==> src/shared/fsr_pkg.sv <==
// constants for the flash self-rewrite control block
// assumes a 32-bit classic wishbone slave with byte offsets, low byte used
package fsr_pkg;

  // register byte offsets
  localparam logic [7:0] OFF_CTRL_A = 8'h00; // flash_ctrl_reg_a
  localparam logic [7:0] OFF_CTRL_B = 8'h04; // flash_ctrl_reg_b
  localparam logic [7:0] OFF_CFG = 8'h08; // wait and pin function config
  localparam logic [7:0] OFF_CMD = 8'h0C; // program / erase command
  localparam logic [7:0] OFF_IRQ_STAT = 8'h10; // sticky events, write 1 clears
  localparam logic [7:0] OFF_IRQ_MASK = 8'h14; // interrupt enables

  // flash_ctrl_reg_a fields
  localparam int CA_RDY_BIT = 0; // ready_busy_flag, read only
  localparam int CA_CPU_EN_BIT = 1; // cpu_rewrite_enable
  localparam int CA_PROT_BIT = 2; // rewrite_protect_release
  // flash_ctrl_reg_b fields
  localparam int CB_FMODE_BIT = 1; // flash_resident_mode_select
  localparam int CB_SBW_BIT = 7; // small_block_wait
  // config fields
  localparam int CFG_GWS_BIT = 0; // global_wait_state
  localparam int CFG_NMIF_BIT = 1; // nmi_pin_function_select
  // command fields
  localparam int CMD_PROG_BIT = 0;
  localparam int CMD_ERASE_BIT = 1;
  // interrupt status / mask fields
  localparam int IRQ_DONE_BIT = 0;
  localparam int IRQ_ABORT_BIT = 1;
  localparam int IRQ_N = 2;

  // bits guarded by the write-0-then-1 sequence
  localparam int LOCK_N = 3;
  localparam int LK_CPU_EN = 0;
  localparam int LK_PROT = 1;
  localparam int LK_FMODE = 2;

  // reset values
  localparam logic [LOCK_N-1:0] LOCK_RST = 3'h0;
  localparam logic SBW_RST = 1'b0;
  localparam logic [1:0] CFG_RST = 2'h0;
  localparam logic [IRQ_N-1:0] IRQ_RST = 2'h0;

  // extra access cycles for one wait state
  localparam int WAIT_CYC = 1;

  // flash operation state, gray along idle -> prog and idle -> erase
  typedef enum logic [1:0] {
    OP_IDLE = 2'b00,
    OP_PROG = 2'b01,
    OP_ERASE = 2'b10
  } fsr_op_t;

endpackage

==> src/design/fsr_wait.sv <==
// access wait-state generator for flash and internal ram accesses
// assumes one request pulse at a time, next request only after the ack
`timescale 1ns/1ps
module fsr_wait
  import fsr_pkg::*;
(
  input wire logic clk_sys, // system clock
  input wire logic rst_b, // async reset, active low
  input wire logic acc_req, // access request pulse
  input wire logic acc_small_blk, // access targets one of the small blocks
  input wire logic small_block_wait, // force one wait on small blocks
  input wire logic global_wait_state, // wait on every access
  output logic acc_ack // access complete pulse
);

  logic pend_reg; // one wait state still to run
  logic ack_reg;
  wire need_wait;

  // small blocks obey their own bit when set, all else the global bit
  assign need_wait = (acc_small_blk & small_block_wait) | global_wait_state;

  // a single flop is enough while WAIT_CYC stays at one
  always_ff @(posedge clk_sys or negedge rst_b) begin
    if (!rst_b) begin
      pend_reg <= 1'b0;
      ack_reg <= 1'b0;
    end else begin
      pend_reg <= acc_req & need_wait;
      ack_reg <= (acc_req & ~need_wait) | pend_reg;
    end
  end

  assign acc_ack = ack_reg;
endmodule

==> src/design/fsr_ctrl.sv <==
// flash self-rewrite control: register file, unlock sequence, busy flag,
// command abort, interrupt status and access wait-state selection
// assumes nmi/watchdog/reset-2 pulses come from logic on clk_sys, the nmi
// pin arrives asynchronously, and the flash array reports done as a pulse
//
// How it works
// - ram-resident mode, nmi or watchdog returns both control registers to reset.
// - flash-resident mode, nmi returns both control registers to reset.
// - nmi or watchdog stops a running rewrite; software restarts it afterwards.
// - guarded bits set only by a 0 write then a 1 write back to back.
// - unlock works if pin is a port, or nmi function with pin high.
// - ready/busy reads 0 through program or erase, back to 1 after.
// - reset 1, reset 2, nmi or watchdog aborts a running program or erase.
// - small-block wait bit set gives one wait state on small blocks.
// - other blocks and ram follow only the global wait bit.
`timescale 1ns/1ps
module fsr_ctrl
  import fsr_pkg::*;
(
  input wire logic clk_sys, // system clock, 200 MHz
  input wire logic rst_b, // hardware reset 1, async, active low
  input wire logic wb_cyc_i, // wishbone cycle
  input wire logic wb_stb_i, // wishbone strobe
  input wire logic wb_we_i, // wishbone write enable
  input wire logic [7:0] wb_adr_i, // wishbone byte address
  input wire logic [3:0] wb_sel_i, // wishbone byte selects
  input wire logic [31:0] wb_dat_i, // wishbone write data
  output logic [31:0] wb_dat_o, // wishbone read data
  output logic wb_ack_o, // wishbone acknowledge
  input wire logic hw_reset2_i, // hardware reset 2 pulse
  input wire logic nmi_take_i, // nmi accepted pulse
  input wire logic wdt_take_i, // watchdog interrupt accepted pulse
  input wire logic shared_port_pin_i, // shared nmi / port pin level, async
  input wire logic flash_done_i, // flash array operation finished pulse
  output logic flash_prog_o, // start auto program pulse
  output logic flash_erase_o, // start auto erase pulse
  output logic flash_abort_o, // abort running operation pulse
  input wire logic acc_req_i, // cpu access request pulse
  input wire logic acc_small_blk_i, // access hits a small block
  output logic acc_ack_o, // cpu access complete pulse
  output logic irq_o // level interrupt
);

  logic ack_reg;
  logic ack_next;
  logic [31:0] dat_reg;
  logic [31:0] dat_next;
  logic nmi_pin_meta_reg;
  logic nmi_pin_sync_reg;
  logic [LOCK_N-1:0] lock_reg;
  logic [LOCK_N-1:0] lock_next;
  logic [LOCK_N-1:0] armed_reg;
  logic [LOCK_N-1:0] armed_next;
  logic sbw_reg;
  logic sbw_next;
  logic [1:0] cfg_reg;
  logic [1:0] cfg_next;
  logic [IRQ_N-1:0] mask_reg;
  logic [IRQ_N-1:0] mask_next;
  logic [IRQ_N-1:0] stat_reg;
  logic [IRQ_N-1:0] stat_next;
  logic irq_reg;
  fsr_op_t op_reg;
  fsr_op_t op_next;
  logic prog_reg;
  logic erase_reg;
  logic abort_reg;

  // bus decode; a write lands on the edge that sees ack high
  wire bus_req;
  wire wr_fire;
  wire [7:0] wr_byte;
  wire wr_a;
  wire wr_b;
  wire wr_cfg;
  wire wr_cmd;
  wire wr_stat;
  wire wr_mask;
  assign bus_req = wb_cyc_i & wb_stb_i;
  assign ack_next = bus_req & ~ack_reg;
  assign wr_fire = bus_req & wb_we_i & ack_reg & wb_sel_i[0];
  assign wr_byte = wb_dat_i[7:0];
  assign wr_a = wr_fire & (wb_adr_i == OFF_CTRL_A);
  assign wr_b = wr_fire & (wb_adr_i == OFF_CTRL_B);
  assign wr_cfg = wr_fire & (wb_adr_i == OFF_CFG);
  assign wr_cmd = wr_fire & (wb_adr_i == OFF_CMD);
  assign wr_stat = wr_fire & (wb_adr_i == OFF_IRQ_STAT);
  assign wr_mask = wr_fire & (wb_adr_i == OFF_IRQ_MASK);

  // modes derived from the guarded bits
  wire ram_mode;
  wire flash_mode;
  assign ram_mode = lock_reg[LK_CPU_EN] & ~lock_reg[LK_FMODE];
  assign flash_mode = lock_reg[LK_CPU_EN] & lock_reg[LK_FMODE];

  // events that abort and events that reinitialise the control registers
  wire abort_ev;
  wire reg_clr;
  assign abort_ev = hw_reset2_i | nmi_take_i | wdt_take_i;
  assign reg_clr = hw_reset2_i | (nmi_take_i & (ram_mode | flash_mode))
    | (wdt_take_i & ram_mode);

  // nmi pin synchroniser; only the second stage is read
  always_ff @(posedge clk_sys or negedge rst_b) begin
    if (!rst_b) begin
      nmi_pin_meta_reg <= 1'b0;
      nmi_pin_sync_reg <= 1'b0;
    end else begin
      nmi_pin_meta_reg <= shared_port_pin_i;
      nmi_pin_sync_reg <= nmi_pin_meta_reg;
    end
  end

  // unlock allowed with port function, or nmi function and pin high
  wire unlock_ok;
  assign unlock_ok = ~cfg_reg[CFG_NMIF_BIT] | nmi_pin_sync_reg;

  // per guarded bit: a 0 write arms, the very next bus write of 1 sets
  wire [LOCK_N-1:0] lk_hit;
  wire [LOCK_N-1:0] lk_val;
  assign lk_hit = {wr_b, wr_a, wr_a};
  assign lk_val = {wr_byte[CB_FMODE_BIT], wr_byte[CA_PROT_BIT], wr_byte[CA_CPU_EN_BIT]};
  generate
    for (genvar i = 0; i < LOCK_N; i++) begin : g_lock
      // a lone 1 leaves a cleared bit cleared
      assign lock_next[i] = reg_clr ? 1'b0 :
        lk_hit[i] ? (lk_val[i] & (lock_reg[i] | (armed_reg[i] & unlock_ok))) :
        lock_reg[i];
      // any other write in between breaks the sequence
      assign armed_next[i] = reg_clr ? 1'b0 :
        lk_hit[i] ? ~lk_val[i] :
        (wr_fire ? 1'b0 : armed_reg[i]);
    end
  endgenerate

  // plain register next values
  assign sbw_next = reg_clr ? SBW_RST : (wr_b ? wr_byte[CB_SBW_BIT] : sbw_reg);
  assign cfg_next = wr_cfg ? {wr_byte[CFG_NMIF_BIT], wr_byte[CFG_GWS_BIT]} : cfg_reg;
  assign mask_next = wr_mask ? {wr_byte[IRQ_ABORT_BIT], wr_byte[IRQ_DONE_BIT]} : mask_reg;

  // command start needs rewrite enabled, idle, and no abort this cycle
  wire op_busy;
  wire cmd_prog;
  wire cmd_erase;
  wire start_ok;
  wire ev_done;
  wire ev_abort;
  assign op_busy = op_reg != OP_IDLE;
  assign cmd_prog = wr_cmd & wr_byte[CMD_PROG_BIT];
  assign cmd_erase = wr_cmd & wr_byte[CMD_ERASE_BIT];
  assign start_ok = (cmd_prog | cmd_erase) & lock_reg[LK_CPU_EN] & ~op_busy & ~abort_ev;
  assign ev_done = op_busy & flash_done_i & ~abort_ev;
  assign ev_abort = op_busy & abort_ev;

  // operation state; abort outranks a done in the same cycle
  always_comb begin
    op_next = op_reg;
    case (op_reg)
      OP_IDLE: begin
        if (start_ok) begin
          op_next = cmd_prog ? OP_PROG : OP_ERASE;
        end
      end
      OP_PROG, OP_ERASE: begin
        if (abort_ev || flash_done_i) begin
          op_next = OP_IDLE;
        end
      end
      default: begin
        op_next = OP_IDLE;
      end
    endcase
  end

  // sticky status: a new event wins over a clear in the same cycle
  wire [IRQ_N-1:0] ev_vec;
  wire [IRQ_N-1:0] clr_vec;
  assign ev_vec = {ev_abort, ev_done};
  assign clr_vec = wr_stat ? {wr_byte[IRQ_ABORT_BIT], wr_byte[IRQ_DONE_BIT]} : IRQ_RST;
  assign stat_next = (stat_reg & ~clr_vec) | ev_vec;

  // read data; unmapped offsets read zero and still acknowledge
  wire [7:0] ctrl_a_rd;
  wire [7:0] ctrl_b_rd;
  wire [7:0] cfg_rd;
  wire [7:0] stat_rd;
  wire [7:0] mask_rd;
  wire [7:0] rd_byte;
  // logical not keeps the flag one bit wide before the cast pads it
  assign ctrl_a_rd = (8'(!op_busy) << CA_RDY_BIT)
    | (8'(lock_reg[LK_CPU_EN]) << CA_CPU_EN_BIT)
    | (8'(lock_reg[LK_PROT]) << CA_PROT_BIT);
  assign ctrl_b_rd = (8'(lock_reg[LK_FMODE]) << CB_FMODE_BIT) | (8'(sbw_reg) << CB_SBW_BIT);
  assign cfg_rd = (8'(cfg_reg[0]) << CFG_GWS_BIT) | (8'(cfg_reg[1]) << CFG_NMIF_BIT);
  assign stat_rd = (8'(stat_reg[0]) << IRQ_DONE_BIT) | (8'(stat_reg[1]) << IRQ_ABORT_BIT);
  assign mask_rd = (8'(mask_reg[0]) << IRQ_DONE_BIT) | (8'(mask_reg[1]) << IRQ_ABORT_BIT);
  assign rd_byte = (wb_adr_i == OFF_CTRL_A) ? ctrl_a_rd :
    (wb_adr_i == OFF_CTRL_B) ? ctrl_b_rd :
    (wb_adr_i == OFF_CFG) ? cfg_rd :
    (wb_adr_i == OFF_IRQ_STAT) ? stat_rd :
    (wb_adr_i == OFF_IRQ_MASK) ? mask_rd : 8'h00;
  assign dat_next = (bus_req & ~wb_we_i & ~ack_reg) ? {24'h000000, rd_byte} : dat_reg;

  // bus answer and register state
  always_ff @(posedge clk_sys or negedge rst_b) begin
    if (!rst_b) begin
      ack_reg <= 1'b0;
      dat_reg <= 32'h00000000;
      lock_reg <= LOCK_RST;
      armed_reg <= LOCK_RST;
      sbw_reg <= SBW_RST;
      cfg_reg <= CFG_RST;
      mask_reg <= IRQ_RST;
      stat_reg <= IRQ_RST;
    end else begin
      ack_reg <= ack_next;
      dat_reg <= dat_next;
      lock_reg <= lock_next;
      armed_reg <= armed_next;
      sbw_reg <= sbw_next;
      cfg_reg <= cfg_next;
      mask_reg <= mask_next;
      stat_reg <= stat_next;
    end
  end

  // operation state and flash strobes; reset 1 idles everything at once
  always_ff @(posedge clk_sys or negedge rst_b) begin
    if (!rst_b) begin
      op_reg <= OP_IDLE;
      prog_reg <= 1'b0;
      erase_reg <= 1'b0;
      abort_reg <= 1'b0;
      irq_reg <= 1'b0;
    end else begin
      op_reg <= op_next;
      prog_reg <= start_ok & cmd_prog;
      erase_reg <= start_ok & ~cmd_prog;
      abort_reg <= ev_abort;
      irq_reg <= |(stat_next & mask_next);
    end
  end

  // wait-state selection for cpu accesses
  fsr_wait u_wait (
    .clk_sys(clk_sys),
    .rst_b(rst_b),
    .acc_req(acc_req_i),
    .acc_small_blk(acc_small_blk_i),
    .small_block_wait(sbw_reg),
    .global_wait_state(cfg_reg[CFG_GWS_BIT]),
    .acc_ack(acc_ack_o)
  );

  assign wb_ack_o = ack_reg;
  assign wb_dat_o = dat_reg;
  assign flash_prog_o = prog_reg;
  assign flash_erase_o = erase_reg;
  assign flash_abort_o = abort_reg;
  assign irq_o = irq_reg;
endmodule

==> config.mk <==
export PLATFORM = sky130hd
export DESIGN_NAME = fsr_ctrl
export DESIGN_NICKNAME = d
export VERILOG_FILES = /design/src/shared/fsr_pkg.sv /design/src/design/fsr_wait.sv /design/src/design/fsr_ctrl.sv
export SDC_FILE = /design/constraint.sdc
export NUM_CORES = 1
export LEC_CHECK = 0
export BUFFER_PORTS_ARGS = -buffer_cell sky130_fd_sc_hd__buf_2
export CAP_MARGIN = 20
export CORE_ASPECT_RATIO = 1.5
export CORE_MARGIN = 1
export CORE_UTILIZATION = 30
export DETAILED_ROUTE_END_ITERATION = 8
export MAX_ROUTING_LAYER = met4
export PLACE_DENSITY_LB_ADDON = 0.12
export SKIP_LAST_GASP = 1
export SYNTH_ARGS = -nofsm -noshare
export SYNTH_HDL_FRONTEND = slang
export SYNTH_SLANG_ARGS = --single-unit
==> constraint.sdc <==
create_clock -name clk_sys -period 2.45 [get_ports clk_sys]
set_input_delay 0.49 -clock clk_sys [delete_from_list [all_inputs] [get_ports clk_sys]]
set_output_delay 0.49 -clock clk_sys [all_outputs]
set_load 0.005 [all_outputs]
==> impl_metrics.tcl, run 1 <==
set metrics [dict create \
    nNetsFinal 267 \
    synthCells 163 \
    netSwitchingFraction_pct 24.4 \
    whs_ns 0.232 \
    startpoint_type "primary input" \
    cts.reportedPaths.clkPinSlew_ns 0.09 \
    num_rows 32 \
    worstPathRequired_ns 2.61 \
    critPathArrivalTime_ns 2.30 \
    setup_viol 0 \
    placed_cell_area_um2 1830 \
    grt_overflow_total 0 \
    cts_resized 0 \
    slew_headroom_pct 56.2 \
    wl_per_cell_um 13.0 \
    dieWidth_um 61.7 \
    root_buffer "clkbuf_8" \
    chipHeight_um 91.5 \
    timing.final.crit_share_pct 87.5 \
    ys_types 42 \
    cts_tree "built" \
    grt_util_all_layers_pct 14.5 \
    power_mw 0.816 \
    worst-path-max-fanout 4 \
    ys_ff_latch 28 \
    via_per_inst 4.69 \
    worst_pin_slew_ns 0.651 \
    powerDensity_nw_per_um2 437 \
    critPathKind "primary input to flop" \
    antenna_found_initial 0 \
    p_leak_nw 0.885 \
    hold_path.class "primary input to async pin" \
    syn_area_per_cell_um2 9.83 \
    timing.fmax_mhz 467 \
    place_inst 273 \
    synthTopCellsByCount "buf_4 (28), dfrtp_1 (28), nor2_1 (10)" \
    coreArea_um2 5120 \
    power_frac_clock_pct 30.3 \
    synth_area_um2 1600 \
    rsz0062_at_grt "no" \
    synth_ff_type "dfrtp_1" \
    synthToLayoutAreaGrowth_pct 16.6 \
    dp_hpwl_um 2990 \
    cp-startpoint "wb_adr_i[5]" \
    p_int_mw 0.617 \
    drc 0 \
    seq_area_frac_synth_pct 43.7 \
    reg2reg_depth 6 \
    hold_viol_final 0 \
    reg2reg_slack_ns 0.48 \
    status "finished, final reports clean" \
    fin_skew_ns 0.00405 \
    gp_congestion 0.882 \
    antenna_left 0 \
    cp-endpoint "cfg_reg[1]" \
    synth_top_area_share_pct 43.7 \
    min_period_ns 2.14 \
    largest_register_ffs 4 \
    port_buffers 34 \
    die-area_um2 5640 \
    final_area_um2 1870 \
    async_flop_share_pct 100 \
    r2r_start "op_reg[0]" \
    ir_drop_mv 0.256 \
    comb_power_share_pct 11.8 \
    yosys-top-cells-area "dfrtp_1 (44%), buf_4 (13%), nand2b_1 (2.3%), nor2_1 (2.3%), nor4_1 (2.3%)" \
    critPathCaptureType "flop" \
    drv_slew 0 \
    synth_enable_flop_cells 0 \
    antennaDiodeCount 0 \
    clk_latency_ns 0.27 \
    max_cap_violations 0 \
    rr_endpoint "op_reg[0]" \
    finalWirelength_um 3600 \
    first_global_vias 1246 \
    start_util_pct 31.3 \
    stdcell_count 276 \
    hold_buffers 0 \
    drt_iter0_markers 27 \
    htree_levels 1 \
    grt_max_degree 29 \
    post_cts_buffers 0 \
    cts.sinks 28 \
    pwr-share-seq_pct 57.9 \
    cts_max_path_buffers 2 \
    first_pass_iters 5 \
    ys_warn_count 0 \
    cts_made_buffers 3 \
    vias 1295 \
    drive_gt1_share_pct 29.3 \
    power.net_switching_mw 0.200 \
    num_io_pins 94 \
    yosysTopAreaCell "dfrtp_1" \
    grt_first_pass_wirelength_um 5960 \
]
per-stage QoR:
step | worst slack, ns | setup TNS [ns] | util (%)
after global placement | -0.0197 | -0.0197 | 35.7
final | 0.307 | 0 | 36.5
after global routing | 0.251 | 0 | 36.5
after detailed placement | 0.0184 | 0 | 35.7
after CTS | 0.302 | 0 | 36.5
after floorplan | 0.163 | 0 | -
critical path, cell delays in order:
cell and delay, ns:
buf_2 0.11, or4_4 0.54, or4_4 0.45, or3b_4 0.41
mux2_4 0.30
layout make-up:
class / count / area, um2
Clock buffer: 3 / 41.3
Fill cell: 560 / 3260
Inverter: 6 / 22.5
Multi-Input combinational cell: 125 / 759
Sequential cell: 28 / 701
Tap cell: 68 / 85.1
Timing Repair Buffer: 46 / 260
metal layers:
layer / track usage (%) / routed length (um) / vias up
li1: - / - / 619
met1: 19.2 / 1570 / 616
met2: 22.5 / 1800 / 56
met3: 1.99 / 181 / 4
met4: 4.81 / 54 / 0
met5: - / 0 / -
power groups by stage:
stage	Combinational, mW	Clock (mW)	Sequential, mW
6_report	0.0963	0.248	0.472
5_1_grt	0.112	0.275	0.474
4_1_cts	0.0964	0.257	0.473
3_5_place_dp	0.0960	0	0.482
3_3_place_gp	0.0949	0	0.481
2_1_floorplan	0.0722	0	0.482
cell usage in the layout, fill, tap and decap left out, drive strengths merged, types with 2 or more instances in the layout:
cell type	count
or3b	2
conb	28
nor3b	4
a31oi	4
dfrtp	28
or2	3
mux2i	3
a22o	2
clkbuf	3
a311o	2
buf	46
a21oi	6
mux2	4
nand3	2
nor3	3
a21o	2
or4	4
nand4	3
nor2	10
nand2b	6
or4b	2
or3	4
inv	6
nand2	8
nor4	6
o21ai	5
how the worst min path moves through the flow:
stage | from | to | cells after the start
after floorplan | rst_b | armed_reg[0] | 0
after global placement | nmi_pin_meta_reg | nmi_pin_sync_reg | 0
after detailed placement | nmi_pin_meta_reg | nmi_pin_sync_reg | 0
after CTS | rst_b | armed_reg[0] | 1
after global routing | rst_b | armed_reg[0] | 1
final | rst_b | sbw_reg | 1
cell families after synthesis:
family	count (synthesis)	synth area share [%]
buf+inv	37	15.2
fa+ha+maj	1	0.781
mux	7	5.15
simple gates	60	22.3
other cells	1	0.234
compound gates	29	12.6
flops	28	43.7
Note: power is estimated with default switching activity, not from simulation.
==> run 2, diff against run 1 <==
--- a/config.mk
+++ b/config.mk
@@ -5,13 +5,13 @@
 export SDC_FILE = /design/constraint.sdc
 export NUM_CORES = 1
 export LEC_CHECK = 0
+export ABC_AREA = 1
 export BUFFER_PORTS_ARGS = -buffer_cell sky130_fd_sc_hd__buf_2
 export CAP_MARGIN = 20
 export CORE_ASPECT_RATIO = 1.5
 export CORE_MARGIN = 1
 export CORE_UTILIZATION = 30
 export DETAILED_ROUTE_END_ITERATION = 8
-export MAX_ROUTING_LAYER = met4
 export PLACE_DENSITY_LB_ADDON = 0.12
 export SKIP_LAST_GASP = 1
 export SYNTH_ARGS = -nofsm -noshare
==> run 2 against run 1 <==
Compared with the run above:
- combinational power increased by 87%
- power rose by 29%
- flip-flop and latch count did not move
- synthesized cell count increased by 38%
- maximum frequency rose by 45%
- worst setup slack improved by 0.66 ns
- non-clock buffer count is 11 lower
- wire length hardly changed
- die area rose by 3.1%
- clock power increased by 51%
- highest routed layer unchanged
==> impl_metrics.tcl, run 2 <==
set metrics [dict create \
    num_io_pins 94 \
    min_period_ns 1.48 \
    layout_common_cells "nand2_1 (64), buf_2 (34), inv_1 (28), conb_1 (28), dfrtp_1 (28)" \
    cp-startpoint "op_reg[0]" \
    setup_viol 0 \
    grt_max_degree 29 \
    cts.reportedPaths.clkPinSlew_ns 0.10 \
    grt_overflow_total 0 \
    fin_skew_ns 0.00296 \
    start_util_pct 31.8 \
    cts_resized 0 \
    slowest_delay_ns 0.39 \
    synthToLayoutAreaGrowth_pct 13.6 \
    synth_top_area_share_pct 42.4 \
    vias 1374 \
    antennaDiodeCount 0 \
    slew_headroom_pct 56.4 \
    wl_per_cell_um 10.9 \
    htree_levels 1 \
    syn_area_per_cell_um2 7.35 \
    antenna_found_initial 0 \
    powerDensity_nw_per_um2 562 \
    worst_pin_slew_ns 0.654 \
    p_leak_nw 1.06 \
    first_global_vias 1329 \
    cp_cell_sequence "inv_1 > ha_1 > nand2_1 > inv_1 > nand2_1 > nor2_1 > nand3_1 > nand2_1 > nand2_1 > nand2_1 > nand2_1" \
    yosys-top-cells-area "dfrtp_1 (42%), nand2_1 (15%), buf_4 (13%), nand3_1 (7.6%), inv_1 (6.4%)" \
    antenna_left 0 \
    largest_register_ffs 4 \
    critPathKind "flop to flop" \
    synth_area_um2 1650 \
    drv_slew 0 \
    die-area_um2 5820 \
    max_cap_violations 0 \
    timing.fmax_mhz 675 \
    critPathCaptureType "flop" \
    coreArea_um2 5200 \
    cts_made_buffers 3 \
    post_cts_buffers 0 \
    cts_max_path_buffers 2 \
    rsz0062_at_grt "no" \
    startpoint_type "flop" \
    status "finished, final reports clean" \
    async_flop_share_pct 100 \
    fill_cells 585 \
    hold_buffers 0 \
    ys_warn_count 0 \
    gp_congestion 0.833 \
    r2r_start "op_reg[0]" \
    first_pass_iters 4 \
    stdcell_count 331 \
    worst-path-max-fanout 6 \
    grt_first_pass_wirelength_um 6090 \
    nNetsFinal 321 \
    drive_gt1_share_pct 17.5 \
    clk_latency_ns 0.28 \
    worstPathRequired_ns 2.63 \
    root_buffer "clkbuf_8" \
    critPathArrivalTime_ns 1.66 \
    dp_hpwl_um 2890 \
    layout_commonest_cell "nand2_1" \
    synth.most_common_cell "nand2_1" \
    hold_viol_final 0 \
    cpMaxStageDelayCell "dfrtp_1" \
    drt_iter0_markers 25 \
    chipHeight_um 92.9 \
    synthTopCellsByCount "nand2_1 (64), buf_4 (28), dfrtp_1 (28), inv_1 (28), nand3_1 (25)" \
    synthCells 225 \
    seq_area_frac_synth_pct 42.4 \
    num_rows 32 \
    synth_ff_type "dfrtp_1" \
    hold_path.class "primary input to async pin" \
    final_area_um2 1880 \
    yosysTopAreaCell "dfrtp_1" \
    via_per_inst 4.15 \
    finalWirelength_um 3600 \
    port_buffers 34 \
    crit_path_frequent_cell "nand2_1" \
    ys_ff_latch 28 \
    synth_enable_flop_cells 0 \
    grt_util_all_layers_pct 13.6 \
    dieWidth_um 62.6 \
    ys_types 21 \
    cts.sinks 28 \
    place_inst 327 \
    cts_tree "built" \
    placed_cell_area_um2 1810 \
    timing.final.crit_share_pct 60.4 \
    drc 0 \
    fin_tns_setup_ns 0 \
    ir_drop_mv 0.315 \
]
[run 2: cell types whose count changed after synthesis, sizes merged, moves of 6 or more]
cell | previous run | this run
inv | 6 | 28
nand2b | 6 | 0
nand2 | 8 | 66
nor4 | 6 | 0
nand3 | 2 | 25
nor2 | 10 | 27
[run 2: per-stage QoR]
stage               hold WS, ns  utilization [%]  power, mW  setup slack (ns)
floorplan                 0.194                -      0.651              1.07
global placement          0.341             34.7      0.695             0.760
detailed placement        0.337             34.7      0.694             0.759
CTS                       0.254             36.1       1.07             0.954
global route              0.270             36.1       1.12             0.849
finish                    0.223             36.1       1.06             0.969
[run 2: power breakdown]
group	internal, mW	switching [mW]	total, mW
logic	0.0614	0.119	0.180
clock network	0.219	0.155	0.374
registers	0.490	0.0114	0.501
[run 2: cell families (layout without fill, tap and decap cells)]
family                     after synthesis  after routing  synth area share [%]
and+or+nand+nor                        122            122                  31.4
other                                    1             28                 0.227
AOI/OAI and AO/OA                       17             17                  6.20
adders and majority gates                1              1                 0.756
DFF                                     28             28                  42.4
buffers and inverters                   56             67                  19.1
[run 2: path summary, 6_finish.rpt]
check                                   endpoint  slack (ns)  cells after the start
worst max register to register         op_reg[1]        0.97                     11
worst max-delay path                   op_reg[1]        0.97                     11
worst min-delay path            nmi_pin_meta_reg        0.22                      1
min in group clk_sys            nmi_pin_meta_reg        0.31                      1
max in group asynchronous            wb_dat_o[7]        1.81                      1
worst min register to register  nmi_pin_sync_reg        0.36                      0
[run 2: cell type report]
| cell class | count | area (um2) | area share, % |
|---|---|---|---|
| multi-input cells | 168 | 739 | 39.3 |
| repair buffers | 35 | 178 | 9.45 |
| clock inverters | 1 | 30.0 | 1.60 |
| inverters | 28 | 105 | 5.59 |
| flip-flops and latches | 28 | 701 | 37.3 |
| well taps | 68 | 85.1 | 4.53 |
| clock buffers | 3 | 41.3 | 2.20 |
[run 2: critical path, delay by kind of cell (launching register included)]
kind,cells,cell delay (ns)
and+or+nand+nor,8,0.61
DFF,1,0.39
buffers and inverters,2,0.11
adders and majority gates,1,0.28
[run 2: per-layer routing]
metal	up-vias	wire length, um	track usage [%]
met1	609	1480	14.4
li1	719	-	-
met2	39	1900	25.8
met4	0	85	6.59
met3	7	140	1.85
met5	-	0	0
==> run 3, diff against run 2 <==
--- a/config.mk
+++ b/config.mk
@@ -5,7 +5,7 @@
 export SDC_FILE = /design/constraint.sdc
 export NUM_CORES = 1
 export LEC_CHECK = 0
-export ABC_AREA = 1
+export ABC_AREA = 0
 export BUFFER_PORTS_ARGS = -buffer_cell sky130_fd_sc_hd__buf_2
 export CAP_MARGIN = 20
 export CORE_ASPECT_RATIO = 1.5
==> constraint.sdc (replaced) <==
create_clock -name clk_sys -period 1.45 [get_ports clk_sys]
set_input_delay 0.29 -clock clk_sys [delete_from_list [all_inputs] [get_ports clk_sys]]
set_output_delay 0.29 -clock clk_sys [all_outputs]
set_load 0.005 [all_outputs]
==> run 3 against run 2 <==
Compared with the run above:
- the flow now finishes with violations (setup timing)
- clock power grew 35%
- final cell count is 7.6% lower
- largest power group unchanged
- critical path type is now primary input to flop
- global-route usage increased by 1.7 points
- core utilization rose by 8.7 points
- cell area rose by 22%
- count of clock-buffer cells in the layout is 1 higher
- register-to-register slack got worse by 1.4 ns
- worst setup slack worse by 1.4 ns
- flip-flop and latch count unchanged
==> impl_metrics.tcl, run 3 (synthesized netlist as in run 1, its figures left out) <==
set metrics [dict create \
    timing.fmax_mhz 529 \
    layout_commonest_cell "buf_4" \
    max_cap_violations 0 \
    via_per_inst 4.64 \
    comb_power_share_pct 15.3 \
    layout_setup_ws_ns -0.441 \
    nNetsFinal 296 \
    chipHeight_um 91.5 \
    finalWirelength_um 4170 \
    hold_viol_final 0 \
    grt_util_all_layers_pct 15.3 \
    root_buffer "clkbuf_8" \
    place_inst 294 \
    num_io_pins 94 \
    seq_area_um2 701 \
    stdcell_count 306 \
    cts_tree "built" \
    vias 1419 \
    num_rows 32 \
    worst-path-max-fanout 3 \
    ir_drop_mv 0.454 \
    cp_cell_sequence "buf_6 > or4_4 > or4_4 > or3b_4 > mux2_4" \
    drt_iter0_markers 34 \
    power_frac_clock_pct 32.9 \
    grt_max_degree 29 \
    layout_common_cells "buf_4 (31), buf_2 (29), conb_1 (28), dfrtp_1 (28), buf_6 (13)" \
    cts.sinks 28 \
    clk_latency_ns 0.28 \
    grt_overflow_total 0 \
    power.net_switching_mw 0.388 \
    p_leak_nw 1.12 \
    largest_register_ffs 4 \
    worstPathRequired_ns 1.62 \
    crit_path_frequent_cell "or4_4" \
    reg2reg_depth 4 \
    netSwitchingFraction_pct 25.3 \
    setup_viol 19 \
    powerDensity_nw_per_um2 669 \
    status "finished with violations" \
    first_pass_iters 4 \
    p_int_mw 1.15 \
    die-area_um2 5640 \
    dp_hpwl_um 3120 \
    dieWidth_um 61.7 \
    cts.reportedPaths.clkPinSlew_ns 0.10 \
    r2r_start "wb_ack_o" \
    slowest_delay_ns 0.53 \
    worst_pin_slew_ns 0.672 \
    cts_max_path_buffers 2 \
    gp_congestion 0.743 \
    drive_gt1_share_pct 44.1 \
    reg2reg_slack_ns -0.41 \
    synthToLayoutAreaGrowth_pct 43.3 \
    rsz0062_at_grt "yes" \
    hold_buffers 0 \
    min_period_ns 1.89 \
    startpoint_type "primary input" \
    coreArea_um2 5120 \
    antenna_left 0 \
    start_util_pct 31.3 \
    violations "setup timing" \
    utilization_pct 44.8 \
    power_mw 1.54 \
    dp_slack_ns -0.744 \
    drc 0 \
    hold_path.class "primary input to async pin" \
    whs_ns 0.0284 \
    antennaDiodeCount 0 \
    grt_first_pass_wirelength_um 6420 \
    port_buffers 34 \
    cp-startpoint "wb_adr_i[5]" \
    fill_cells 528 \
    critPathCaptureType "flop" \
    cp-endpoint "cfg_reg[0]" \
    cts_made_buffers 3 \
    first_global_vias 1409 \
    pwr-share-seq_pct 51.8 \
    multi_input_area_um2 875 \
    wl_per_cell_um 13.6 \
    timing.final.crit_share_pct 130 \
    htree_levels 1 \
    drv_slew 0 \
    critPathArrivalTime_ns 2.07 \
    cpMaxStageDelayCell "or4_4" \
    critPathKind "primary input to flop" \
    slew_headroom_pct 55.2 \
    rr_endpoint "cfg_reg[0]" \
    antenna_found_initial 0 \
    fin_skew_ns 0.00545 \
]
[run 3: cell types whose count changed in the layout (fill, tap and decap cells not counted), sizes merged, moves of 3 or more]
cell,delta
or4,+4
o21ai,-3
nand3,-23
nand2,-58
mux2i,+3
mux2,+4
nor2,-17
inv,-22
a31oi,+4
or3,+4
nor3b,+4
nand2b,+6
nor4,+6
buf,+40
[run 3: repair_timing]
action,in CTS,in global routing
setup endpoints to repair,19,22
buffers inserted,3,6
resized for setup,18,13
hold endpoints to repair,0,0
pin swaps,13,6
[run 3: routing by layer]
metal | GRT usage [%] | share of wire [%] | up-vias
li1 | - | - | 680
met3 | 1.57 | 3.2 | 5
met2 | 26.8 | 54 | 49
met1 | 18.5 | 42 | 685
met4 | 5.56 | 1.3 | 0
met5 | 0 | 0 | -
[run 3: critical path, delay by kind of cell]
kind	cells	cell delay, ns
muxes	1	0.30
buffers and inverters	1	0.09
and+or+nand+nor	3	1.37
[run 3: worst min-delay path by stage]
stage	start	end	slack (ns)	cells after the start
2_1_floorplan	rst_b	armed_reg[0]	-0.006	0
3_3_place_gp	nmi_pin_meta_reg	nmi_pin_sync_reg	0.33	0
3_5_place_dp	nmi_pin_meta_reg	nmi_pin_sync_reg	0.35	0
4_1_cts	rst_b	nmi_pin_meta_reg	0.05	1
5_1_grt	rst_b	lock_reg[2]	0.08	1
6_report	rst_b	sbw_reg	0.03	1
[run 3: layout make-up]
type / count / share of cell area (%)
multi-input combinational: 125 / 38.1
tap: 68 / 3.70
timing repair buffer: 75 / 24.3
sequential: 28 / 30.5
inverter: 6 / 0.980
clock buffer: 4 / 2.40
[run 3: power groups by stage]
stage	sequential, mW	clock (mW)	combinational (mW)
after detailed placement	0.813	0	0.198
after CTS	0.797	0.519	0.217
after floorplan	0.814	0	0.127
final	0.797	0.506	0.235
after global routing	0.799	0.550	0.266
after global placement	0.812	0	0.196
[run 3: per-stage QoR]
stage / setup TNS, ns / area [um2]
after floorplan: -6.27 / 1740
after global placement: -10.07 / 2020
after detailed placement: -10.04 / 2020
after CTS: -3.10 / 2200
after global routing: -4.85 / 2300
final: -3.82 / 2300
